`config.mk`:
```
export PLATFORM = sky130hd
export DESIGN_NAME = bdc_channel
export DESIGN_NICKNAME = d
export VERILOG_FILES = /design/src/bdc_channel.v /design/src/bdc_sync2.v
export VERILOG_INCLUDE_DIRS = /design/src /design/src/pkg
export SDC_FILE = /design/constraint.sdc
export NUM_CORES = 1
export LEC_CHECK = 0
export BUFFER_PORTS_ARGS = -buffer_cell sky130_fd_sc_hd__buf_2
export CORE_UTILIZATION = 46
export CTS_BUF_LIST = sky130_fd_sc_hd__clkbuf_2 sky130_fd_sc_hd__clkbuf_4 sky130_fd_sc_hd__clkbuf_8
export CTS_CLUSTER_DIAMETER = 200
export DETAILED_ROUTE_END_ITERATION = 10
export PLACE_DENSITY = 0.7
export SYNTH_ARGS = -nofsm -noshare
export SYNTH_HDL_FRONTEND = slang
export SYNTH_SLANG_ARGS = --single-unit
```
`constraint.sdc`:
```
create_clock -name clock -period 4.9 [get_ports clock]
set_input_delay 0.245 -clock clock [delete_from_list [all_inputs] [get_ports clock]]
set_output_delay 0.245 -clock clock [all_outputs]
set_load 0.005 [all_outputs]
```
`src/pkg/bdc_consts.vh`:
```
`ifndef BDC_CONSTS_VH
`define BDC_CONSTS_VH

// register byte offsets
`define BDC_OFS_STATUS 6'h00
`define BDC_OFS_CURADDR 6'h04
`define BDC_OFS_START_OUT 6'h08
`define BDC_OFS_START_IN 6'h0c
`define BDC_OFS_LASTADDR 6'h10
`define BDC_OFS_FUNC 6'h14
`define BDC_OFS_SETFLAG 6'h18
`define BDC_OFS_CLRFLAG 6'h1c
`define BDC_OFS_MASK 6'h20
`define BDC_OFS_EOPSEL 6'h24

// status bit positions
`define BDC_ST_READY 0
`define BDC_ST_BUSY 1
`define BDC_ST_INTPEND 2
`define BDC_ST_RESERVE 3
`define BDC_ST_DONE 4
`define BDC_ST_REJECT 8
`define BDC_ST_REPLY 9
`define BDC_FLAG_LO 10
`define BDC_FLAG_HI 14

// function register bits
`define BDC_FN_CLRINT 0
`define BDC_FN_ABORT 1
`define BDC_FN_CLRRSV 2
`define BDC_FN_EOPEN 3

// field widths and reset values
`define BDC_NFLAGS 5
`define BDC_SEL_W 4
`define BDC_RST_WORD 16'h0000
`define BDC_RST_FLAGS 5'h00
`define BDC_RST_SEL 4'h4
`define BDC_ONE 16'h0001

`endif

```
`src/bdc_channel.v`:
```
// Summary of operation
// - busy set when buffered transfer starts
// - peripheral reply shown in status bit 9
// - peripheral reject shown in status bit 8
// - done never set while busy
// - busy falling sets done bit
// - direct functions other than abort rejected while busy
// - completion raises selected done interrupt line
// - done interrupt sets pending bit 2
// - done reads set when interrupt raised
// - first accepted word advances address to first
// - current address never decreases during output
// - abort function clears reserve bit
// - clear-reserve function clears reserve immediately
// - set-flag function sets addressed flags
// - clear-flag function clears addressed flags
// - mask and flag both set interrupt
// - flags appear in status bits 10-14
`timescale 1ns/10ps
`default_nettype none
`include "bdc_consts.vh"
module bdc_channel #(
    parameter DW = 16,
    parameter AW = 6
) (
    input wire clock,
    input wire sys_rst,
    // avalon-mm slave
    input wire [AW-1:0] avs_address,
    input wire avs_read,
    input wire avs_write,
    input wire [31:0] avs_writedata,
    input wire [3:0] avs_byteenable,
    output wire [31:0] avs_readdata,
    output wire avs_waitrequest,
    output wire io_reject,
    // core memory port
    output wire [DW-1:0] mem_addr,
    output wire mem_rd,
    output wire mem_wr,
    output wire [DW-1:0] mem_wdata,
    input wire [DW-1:0] mem_rdata,
    input wire mem_ack,
    // peripheral controller
    output wire per_req,
    output wire per_dir_out,
    output wire [DW-1:0] per_wdata,
    input wire [DW-1:0] per_rdata,
    input wire per_reply,
    input wire per_reject,
    // interrupts
    output wire [DW-1:0] eop_irq,
    output wire flag_irq
);
    localparam ST_IDLE = 4'h1;
    localparam ST_MRD = 4'h2;
    localparam ST_PER = 4'h4;
    localparam ST_MWR = 4'h8;

    function [DW-1:0] inc;
        input [DW-1:0] a;
        begin
            inc = a + `BDC_ONE;
        end
    endfunction

    function [DW-1:0] onehot;
        input [`BDC_SEL_W-1:0] s;
        begin
            onehot = `BDC_ONE << s;
        end
    endfunction

    reg wait_r;
    reg [31:0] rdata_r;
    reg reject_r;
    reg [3:0] state_r;
    reg [3:0] state_nxt;
    reg busy_r;
    reg reserve_r;
    reg done_r;
    reg intpend_r;
    reg reply_r;
    reg rejbit_r;
    reg dir_out_r;
    reg eop_en_r;
    reg [`BDC_SEL_W-1:0] eop_sel_r;
    reg [`BDC_NFLAGS-1:0] flags_r;
    reg [`BDC_NFLAGS-1:0] mask_r;
    reg [DW-1:0] cur_addr_r;
    reg [DW-1:0] last_addr_r;
    reg [DW-1:0] word_r;
    reg mem_rd_r;
    reg [DW-1:0] mem_addr_r;
    reg mem_wr_r;
    reg per_req_r;
    reg [DW-1:0] eop_irq_r;
    reg flag_irq_r;
    reg reply_d_r;
    reg reject_d_r;

    wire [1:0] pin_sync;
    wire reply_s;
    wire reject_s;
    wire reply_rise;
    wire reject_rise;
    wire req;
    wire take;
    wire fn_abort;
    wire allowed;
    wire wr_ok;
    wire rd_ok;
    wire [DW-1:0] status;
    wire [DW-1:0] next_addr;
    wire last_word;
    wire finish;

    bdc_sync2 #(
        .W(2)
    ) u_sync (
        .clock(clock),
        .sys_rst(sys_rst),
        .async_in({per_reject, per_reply}),
        .sync_out(pin_sync)
    );

    assign reply_s = pin_sync[0];
    assign reject_s = pin_sync[1];
    assign reply_rise = reply_s & ~reply_d_r;
    assign reject_rise = reject_s & ~reject_d_r;

    // bus request accepted at the edge where waitrequest is low
    assign req = avs_read | avs_write;
    assign take = req & ~wait_r;
    assign fn_abort = avs_write && (avs_address == `BDC_OFS_FUNC) &&
        avs_writedata[`BDC_FN_ABORT];
    assign allowed = ~busy_r | fn_abort |
        (avs_read && ((avs_address == `BDC_OFS_STATUS) ||
        (avs_address == `BDC_OFS_CURADDR)));
    assign wr_ok = take & avs_write & allowed & avs_byteenable[0];
    assign rd_ok = avs_read & allowed;

    assign status = {1'b0, flags_r,
        reply_r, rejbit_r, 3'h0, done_r, reserve_r, intpend_r, busy_r, 1'b1};

    assign next_addr = inc(cur_addr_r);
    assign last_word = (next_addr == last_addr_r);
    assign finish = (state_r == ST_PER && reject_rise) ||
        (state_r == ST_PER && reply_rise && dir_out_r && last_word) ||
        (state_r == ST_MWR && mem_ack && last_word);

    // bus answer: one wait cycle, data registered
    always @(posedge clock or posedge sys_rst) begin
        if (sys_rst) begin
            wait_r <= 1'b1;
            rdata_r <= 32'h00000000;
            reject_r <= 1'b0;
        end else begin
            wait_r <= ~(req & wait_r);
            reject_r <= req & wait_r & ~allowed;
            if (req & wait_r) begin
                rdata_r <= 32'h00000000;
                if (rd_ok) begin
                    case (avs_address)
                        `BDC_OFS_STATUS: rdata_r[DW-1:0] <= status;
                        `BDC_OFS_CURADDR: rdata_r[DW-1:0] <= cur_addr_r;
                        `BDC_OFS_LASTADDR: rdata_r[DW-1:0] <= last_addr_r;
                        `BDC_OFS_MASK: rdata_r[`BDC_FLAG_HI:`BDC_FLAG_LO] <= mask_r;
                        `BDC_OFS_EOPSEL: rdata_r[`BDC_SEL_W-1:0] <= eop_sel_r;
                        default: rdata_r <= 32'h00000000;
                    endcase
                end
            end
        end
    end

    // transfer sequencer
    always @* begin
        state_nxt = state_r;
        case (state_r)
            ST_IDLE: begin
                if (wr_ok && avs_address == `BDC_OFS_START_OUT) begin
                    state_nxt = ST_MRD;
                end else if (wr_ok && avs_address == `BDC_OFS_START_IN) begin
                    state_nxt = ST_PER;
                end
            end
            ST_MRD: begin
                if (mem_ack) begin
                    state_nxt = ST_PER;
                end
            end
            ST_PER: begin
                if (reject_rise) begin
                    state_nxt = ST_IDLE;
                end else if (reply_rise && dir_out_r) begin
                    state_nxt = last_word ? ST_IDLE : ST_MRD;
                end else if (reply_rise) begin
                    state_nxt = ST_MWR;
                end
            end
            ST_MWR: begin
                if (mem_ack) begin
                    state_nxt = last_word ? ST_IDLE : ST_PER;
                end
            end
            default: state_nxt = ST_IDLE;
        endcase
        if (fn_abort & take) begin
            state_nxt = ST_IDLE;
        end
    end

    always @(posedge clock or posedge sys_rst) begin
        if (sys_rst) begin
            state_r <= ST_IDLE;
            cur_addr_r <= `BDC_RST_WORD;
            last_addr_r <= `BDC_RST_WORD;
            word_r <= `BDC_RST_WORD;
            mem_addr_r <= `BDC_ONE;
            dir_out_r <= 1'b0;
            mem_rd_r <= 1'b0;
            mem_wr_r <= 1'b0;
            per_req_r <= 1'b0;
            reply_d_r <= 1'b0;
            reject_d_r <= 1'b0;
        end else begin
            state_r <= state_nxt;
            reply_d_r <= reply_s;
            reject_d_r <= reject_s;
            if (state_r == ST_IDLE && wr_ok &&
                (avs_address == `BDC_OFS_START_OUT || avs_address == `BDC_OFS_START_IN)) begin
                cur_addr_r <= avs_writedata[DW-1:0];
                mem_addr_r <= inc(avs_writedata[DW-1:0]);
                dir_out_r <= (avs_address == `BDC_OFS_START_OUT);
            end
            if (wr_ok && avs_address == `BDC_OFS_LASTADDR) begin
                last_addr_r <= avs_writedata[DW-1:0];
            end
            if (state_r == ST_MRD && mem_ack) begin
                word_r <= mem_rdata;
            end
            if (state_r == ST_PER && reply_rise) begin
                if (dir_out_r) begin
                    cur_addr_r <= next_addr;
                    mem_addr_r <= inc(next_addr);
                end else begin
                    word_r <= per_rdata;
                end
            end
            if (state_r == ST_MWR && mem_ack) begin
                cur_addr_r <= next_addr;
                mem_addr_r <= inc(next_addr);
            end
            mem_rd_r <= (state_nxt == ST_MRD) && !(state_r == ST_MRD && mem_ack);
            mem_wr_r <= (state_nxt == ST_MWR) && !(state_r == ST_MWR && mem_ack);
            per_req_r <= (state_nxt == ST_PER) && !(state_r == ST_PER &&
                (reply_rise | reject_rise));
        end
    end

    // status bits, flags, masks
    always @(posedge clock or posedge sys_rst) begin
        if (sys_rst) begin
            busy_r <= 1'b0;
            reserve_r <= 1'b0;
            done_r <= 1'b0;
            intpend_r <= 1'b0;
            reply_r <= 1'b0;
            rejbit_r <= 1'b0;
            eop_en_r <= 1'b0;
            eop_sel_r <= `BDC_RST_SEL;
            flags_r <= `BDC_RST_FLAGS;
            mask_r <= `BDC_RST_FLAGS;
        end else begin
            if (wr_ok && avs_address == `BDC_OFS_FUNC) begin
                if (avs_writedata[`BDC_FN_CLRINT]) begin
                    intpend_r <= 1'b0;
                end
                if (avs_writedata[`BDC_FN_CLRRSV] | avs_writedata[`BDC_FN_ABORT]) begin
                    reserve_r <= 1'b0;
                end
                eop_en_r <= avs_writedata[`BDC_FN_EOPEN];
            end
            if (wr_ok && avs_address == `BDC_OFS_SETFLAG) begin
                flags_r <= flags_r | avs_writedata[`BDC_FLAG_HI:`BDC_FLAG_LO];
            end
            if (wr_ok && avs_address == `BDC_OFS_CLRFLAG) begin
                flags_r <= flags_r & ~avs_writedata[`BDC_FLAG_HI:`BDC_FLAG_LO];
            end
            if (wr_ok && avs_address == `BDC_OFS_MASK) begin
                mask_r <= avs_writedata[`BDC_FLAG_HI:`BDC_FLAG_LO];
            end
            if (wr_ok && avs_address == `BDC_OFS_EOPSEL) begin
                eop_sel_r <= avs_writedata[`BDC_SEL_W-1:0];
            end
            if (state_r == ST_IDLE && state_nxt != ST_IDLE) begin
                busy_r <= 1'b1;
                reserve_r <= 1'b1;
                done_r <= 1'b0;
                reply_r <= 1'b0;
                rejbit_r <= 1'b0;
            end
            if (busy_r && state_r == ST_PER && reply_rise) begin
                reply_r <= 1'b1;
            end
            if (busy_r && state_r == ST_PER && reject_rise) begin
                rejbit_r <= 1'b1;
            end
            if (busy_r && (finish || (fn_abort && take))) begin
                busy_r <= 1'b0;
                done_r <= 1'b1;
                if (eop_en_r) begin
                    intpend_r <= 1'b1;
                end
            end
        end
    end

    // interrupt outputs
    always @(posedge clock or posedge sys_rst) begin
        if (sys_rst) begin
            eop_irq_r <= `BDC_RST_WORD;
            flag_irq_r <= 1'b0;
        end else begin
            eop_irq_r <= (intpend_r & done_r) ? onehot(eop_sel_r) : `BDC_RST_WORD;
            flag_irq_r <= |(mask_r & flags_r);
        end
    end

    assign avs_readdata = rdata_r;
    assign avs_waitrequest = wait_r;
    assign io_reject = reject_r;
    assign mem_addr = mem_addr_r;
    assign mem_rd = mem_rd_r;
    assign mem_wr = mem_wr_r;
    assign mem_wdata = word_r;
    assign per_req = per_req_r;
    assign per_dir_out = dir_out_r;
    assign per_wdata = word_r;
    assign eop_irq = eop_irq_r;
    assign flag_irq = flag_irq_r;
endmodule // bdc_channel
`default_nettype wire

```
`src/bdc_sync2.v`:
```
`timescale 1ns/10ps
`default_nettype none
// two-flop synchroniser for asynchronous pins
module bdc_sync2 #(
    parameter W = 2
) (
    input wire clock,
    input wire sys_rst,
    input wire [W-1:0] async_in,
    output wire [W-1:0] sync_out
);
    reg [W-1:0] meta_r;
    reg [W-1:0] sync_r;

    always @(posedge clock or posedge sys_rst) begin
        if (sys_rst) begin
            meta_r <= {W{1'b0}};
            sync_r <= {W{1'b0}};
        end else begin
            meta_r <= async_in;
            sync_r <= meta_r;
        end
    end

    assign sync_out = sync_r;
endmodule // bdc_sync2
`default_nettype wire

```
==> results_dict.tcl <==
set metrics [dict create \
    final.setup.tns_ps 0 \
    grt_overflow 0 \
    ys_seq_area_share_pct 45.0 \
    drtIter0Drc 477 \
    cts_sinks 134 \
    whs_ps -42.9 \
    crit_path_max_fanout 13 \
    slew_violations 0 \
    clock_latency_ps 470 \
    cts_tree "built" \
    ios 184 \
    grt_setup_unrepaired "false" \
    root_buffer "clkbuf_8" \
    grt_max_degree 99 \
    fin_crit_ps 3320 \
    antenna_found_initial 0 \
    route.detailed.drc 0 \
    arrival_ps 3650 \
    ys_top_cells_by_count "130 x dfrtp_1, 91 x nand2_1, 46 x nor2_1" \
    hold_violations 39 \
    synth_warnings 0 \
    p_per_area_nw_per_um2 302 \
    grt_pass1_vias 5926 \
    setup_violations 0 \
    yosys.area.top_type "dfrtp_1" \
    hpwl_mm 13.6 \
    nets 987 \
    cts_buffer_depth 2 \
    fin_crit_sh_pct 67.8 \
    cp.required_ps 5230 \
    netlist_area_um2 7470 \
    yosys-top-cells-area "dfrtp_1 44%, nand2_1 4.6%, mux2_2 3.8%" \
    cap_violations 0 \
    ant_nets 0 \
    gp_congestion 0.848 \
    ys.flop_type "dfrtp_1" \
    drt_pass1_iterations 6 \
    relSlewSlack_pct 18.4 \
    rows 46 \
    cp-end-kind "flip-flop" \
    cp-start-kind "flip-flop" \
    yosysMostFrequentCell "dfrtp_1" \
    status "finished with violations" \
    vias 6356 \
    die-area_um2 16700 \
    max_freq_mhz 301 \
    finish.utilization_pct 55.1 \
    post_cts_resized 0 \
    htree_levels 4 \
    fin_worst_skew_ps 17.6 \
    grt_pass1_wl_mm 30.9 \
    peakVddDrop_uv 190 \
    wl_mm 19.4 \
    synth-async-reset-ratio_pct 100 \
    fillers 1457 \
    avgSynthCellArea_um2 9.62 \
    synth_cell_types 74 \
    yosysTopAreaCellShare_pct 43.6 \
    initial_utilization_pct 47.0 \
    ys_ff_latch 134 \
    syn2layout_area_growth_pct 17.3 \
    final-instance-count-excl-fill 1131 \
    cts_buffers 17 \
    n_antenna_cell 0 \
    clk_pin_slew_worst_paths_ps 90 \
    violations "negative hold slack" \
    crit_type "flip-flop to flip-flop" \
    hold_path_class "input port to asynchronous set/reset pin" \
    dp_cells 1081 \
    die_y_um 129 \
    placeableCoreArea_um2 15900 \
    wl_per_cell_um 17.2 \
    worst_pin_slew_ps 1210 \
    leakage_nw 4.09 \
    io_buffer_count 148 \
    synth_edf_count 0 \
    routed_via_density 5.62 \
    track_usage_pct 24.1 \
    chipWidth_um 129 \
    total_power_mw 2.64 \
    drive_gt1_share_pct 25.7 \
    synth_cells 776 \
]
==> critical path: stages, from the launching register on <==
cell and delay, ps:
dfrtp_1 620, ha_1 390, nand3_1 270, or3_1 560, xnor2_1 280, nand2_1 100
or4_4 570, nor4_4 270, o22ai_1 150
==> kinds of logic after synthesis <==
kind of cell,after synthesis,synth area share [%]
xor gates and xnor gates,52,6.47
DFF,134,45.0
buffers and inverters,95,6.64
adders and majority gates,5,0.804
AOI/OAI and AO/OA,192,17.6
and+or+nand+nor,254,17.3
muxes,43,6.18
other,1,0.0502
==> sequential cells by signal, summed over array words and instances, names as in the netlist, 2 cells and up, named ones only <==
register	cells
mask_r	5
eop_sel_r	4
last_addr_r	16
mem_wdata	16
u_sync.meta_r	2
state_r	4
eop_irq	16
u_sync.sync_out	2
cur_addr_r	16
avs_readdata	16
mem_addr	16
==> power by group <==
group | total (mW) | internal (mW) | leakage [nW] | switching (mW)
Sequential | 1.28 | 1.18 | 1.73 | 0.102
Combinational | 0.433 | 0.194 | 2.16 | 0.239
Clock | 0.934 | 0.423 | 0.200 | 0.511
Total | 2.64 | 1.79 | 4.09 | 0.853
==> worst paths after layout <==
check                                      start                 end  slack (ps)  cells after the start
worst max register to register     cur_addr_r[0]             per_req        1580                      8
min in group clock                      avs_read     avs_waitrequest          20                      2
worst min-delay path                     sys_rst          eop_irq[5]         -40                      2
max in group asynchronous                sys_rst        eop_sel_r[2]        3860                      3
worst max-delay path               cur_addr_r[0]             per_req        1580                      8
worst min register to register  u_sync.meta_r[0]  u_sync.sync_out[0]         360                      0
==> cell usage in the layout (no fill, tap or decap), types with 5 or more instances in the layout <==
| master | netlist | routed |
|---|---|---|
| buf_2 | 11 | 148 |
| dfrtp_1 | 130 | 130 |
| nand2_1 | 91 | 91 |
| nor2_1 | 46 | 46 |
| o21ai_0 | 45 | 45 |
| a21oi_1 | 34 | 34 |
| xnor2_1 | 32 | 32 |
| a22o_1 | 28 | 28 |
| mux2_2 | 25 | 25 |
| nand3_1 | 22 | 22 |
| nor3_1 | 18 | 18 |
| xor2_1 | 18 | 18 |
| mux2i_1 | 18 | 18 |
| dlygate4sd3_1 | 0 | 18 |
| clkbuf_8 | 0 | 17 |
| conb_1 | 1 | 16 |
| nand2b_1 | 12 | 12 |
| a211oi_1 | 12 | 12 |
| o22ai_1 | 11 | 11 |
| inv_1 | 11 | 10 |
| buf_4 | 33 | 10 |
| nand4_1 | 9 | 9 |
| or3_1 | 9 | 9 |
| and3_1 | 9 | 9 |
| a22oi_1 | 9 | 9 |
| nor2b_1 | 7 | 7 |
| a221o_1 | 7 | 7 |
| inv_6 | 0 | 6 |
| o21ai_1 | 5 | 5 |
| and4_1 | 5 | 5 |
| o211ai_1 | 5 | 5 |
==> per-stage QoR <==
step | setup slack [ps] | area, um2
2_1_floorplan | 1080 | 7520
6_report | 1580 | 8760
3_3_place_gp | 1710 | 8190
4_1_cts | 1590 | 8760
5_1_grt | 1400 | 8760
3_5_place_dp | 1650 | 8190
==> what timing repair did <==
action	in CTS	in global routing
hold endpoints to repair	18	0
endpoints found under the setup margin	0	0
hold buffers	18	0
setup buffers	0	0
==> metal layers <==
metal  wire length, um  track usage [%]
met5                 0                0
met4               429             9.20
met3              1040             4.13
met2              9480             39.5
met1              8460             31.8
==> area by class of cell <==
type | instances | area [um2] | share of cell area, %
clock inverters | 15 | 158 | 1.80
repair buffers | 176 | 996 | 11.4
multi-input cells | 562 | 3700 | 42.2
flip-flops and latches | 134 | 3360 | 38.3
clock buffers | 17 | 234 | 2.67
well taps | 216 | 270 | 3.09
inverters | 11 | 46.3 | 0.528
No activity file was read; power rests on OpenSTA's default activity.
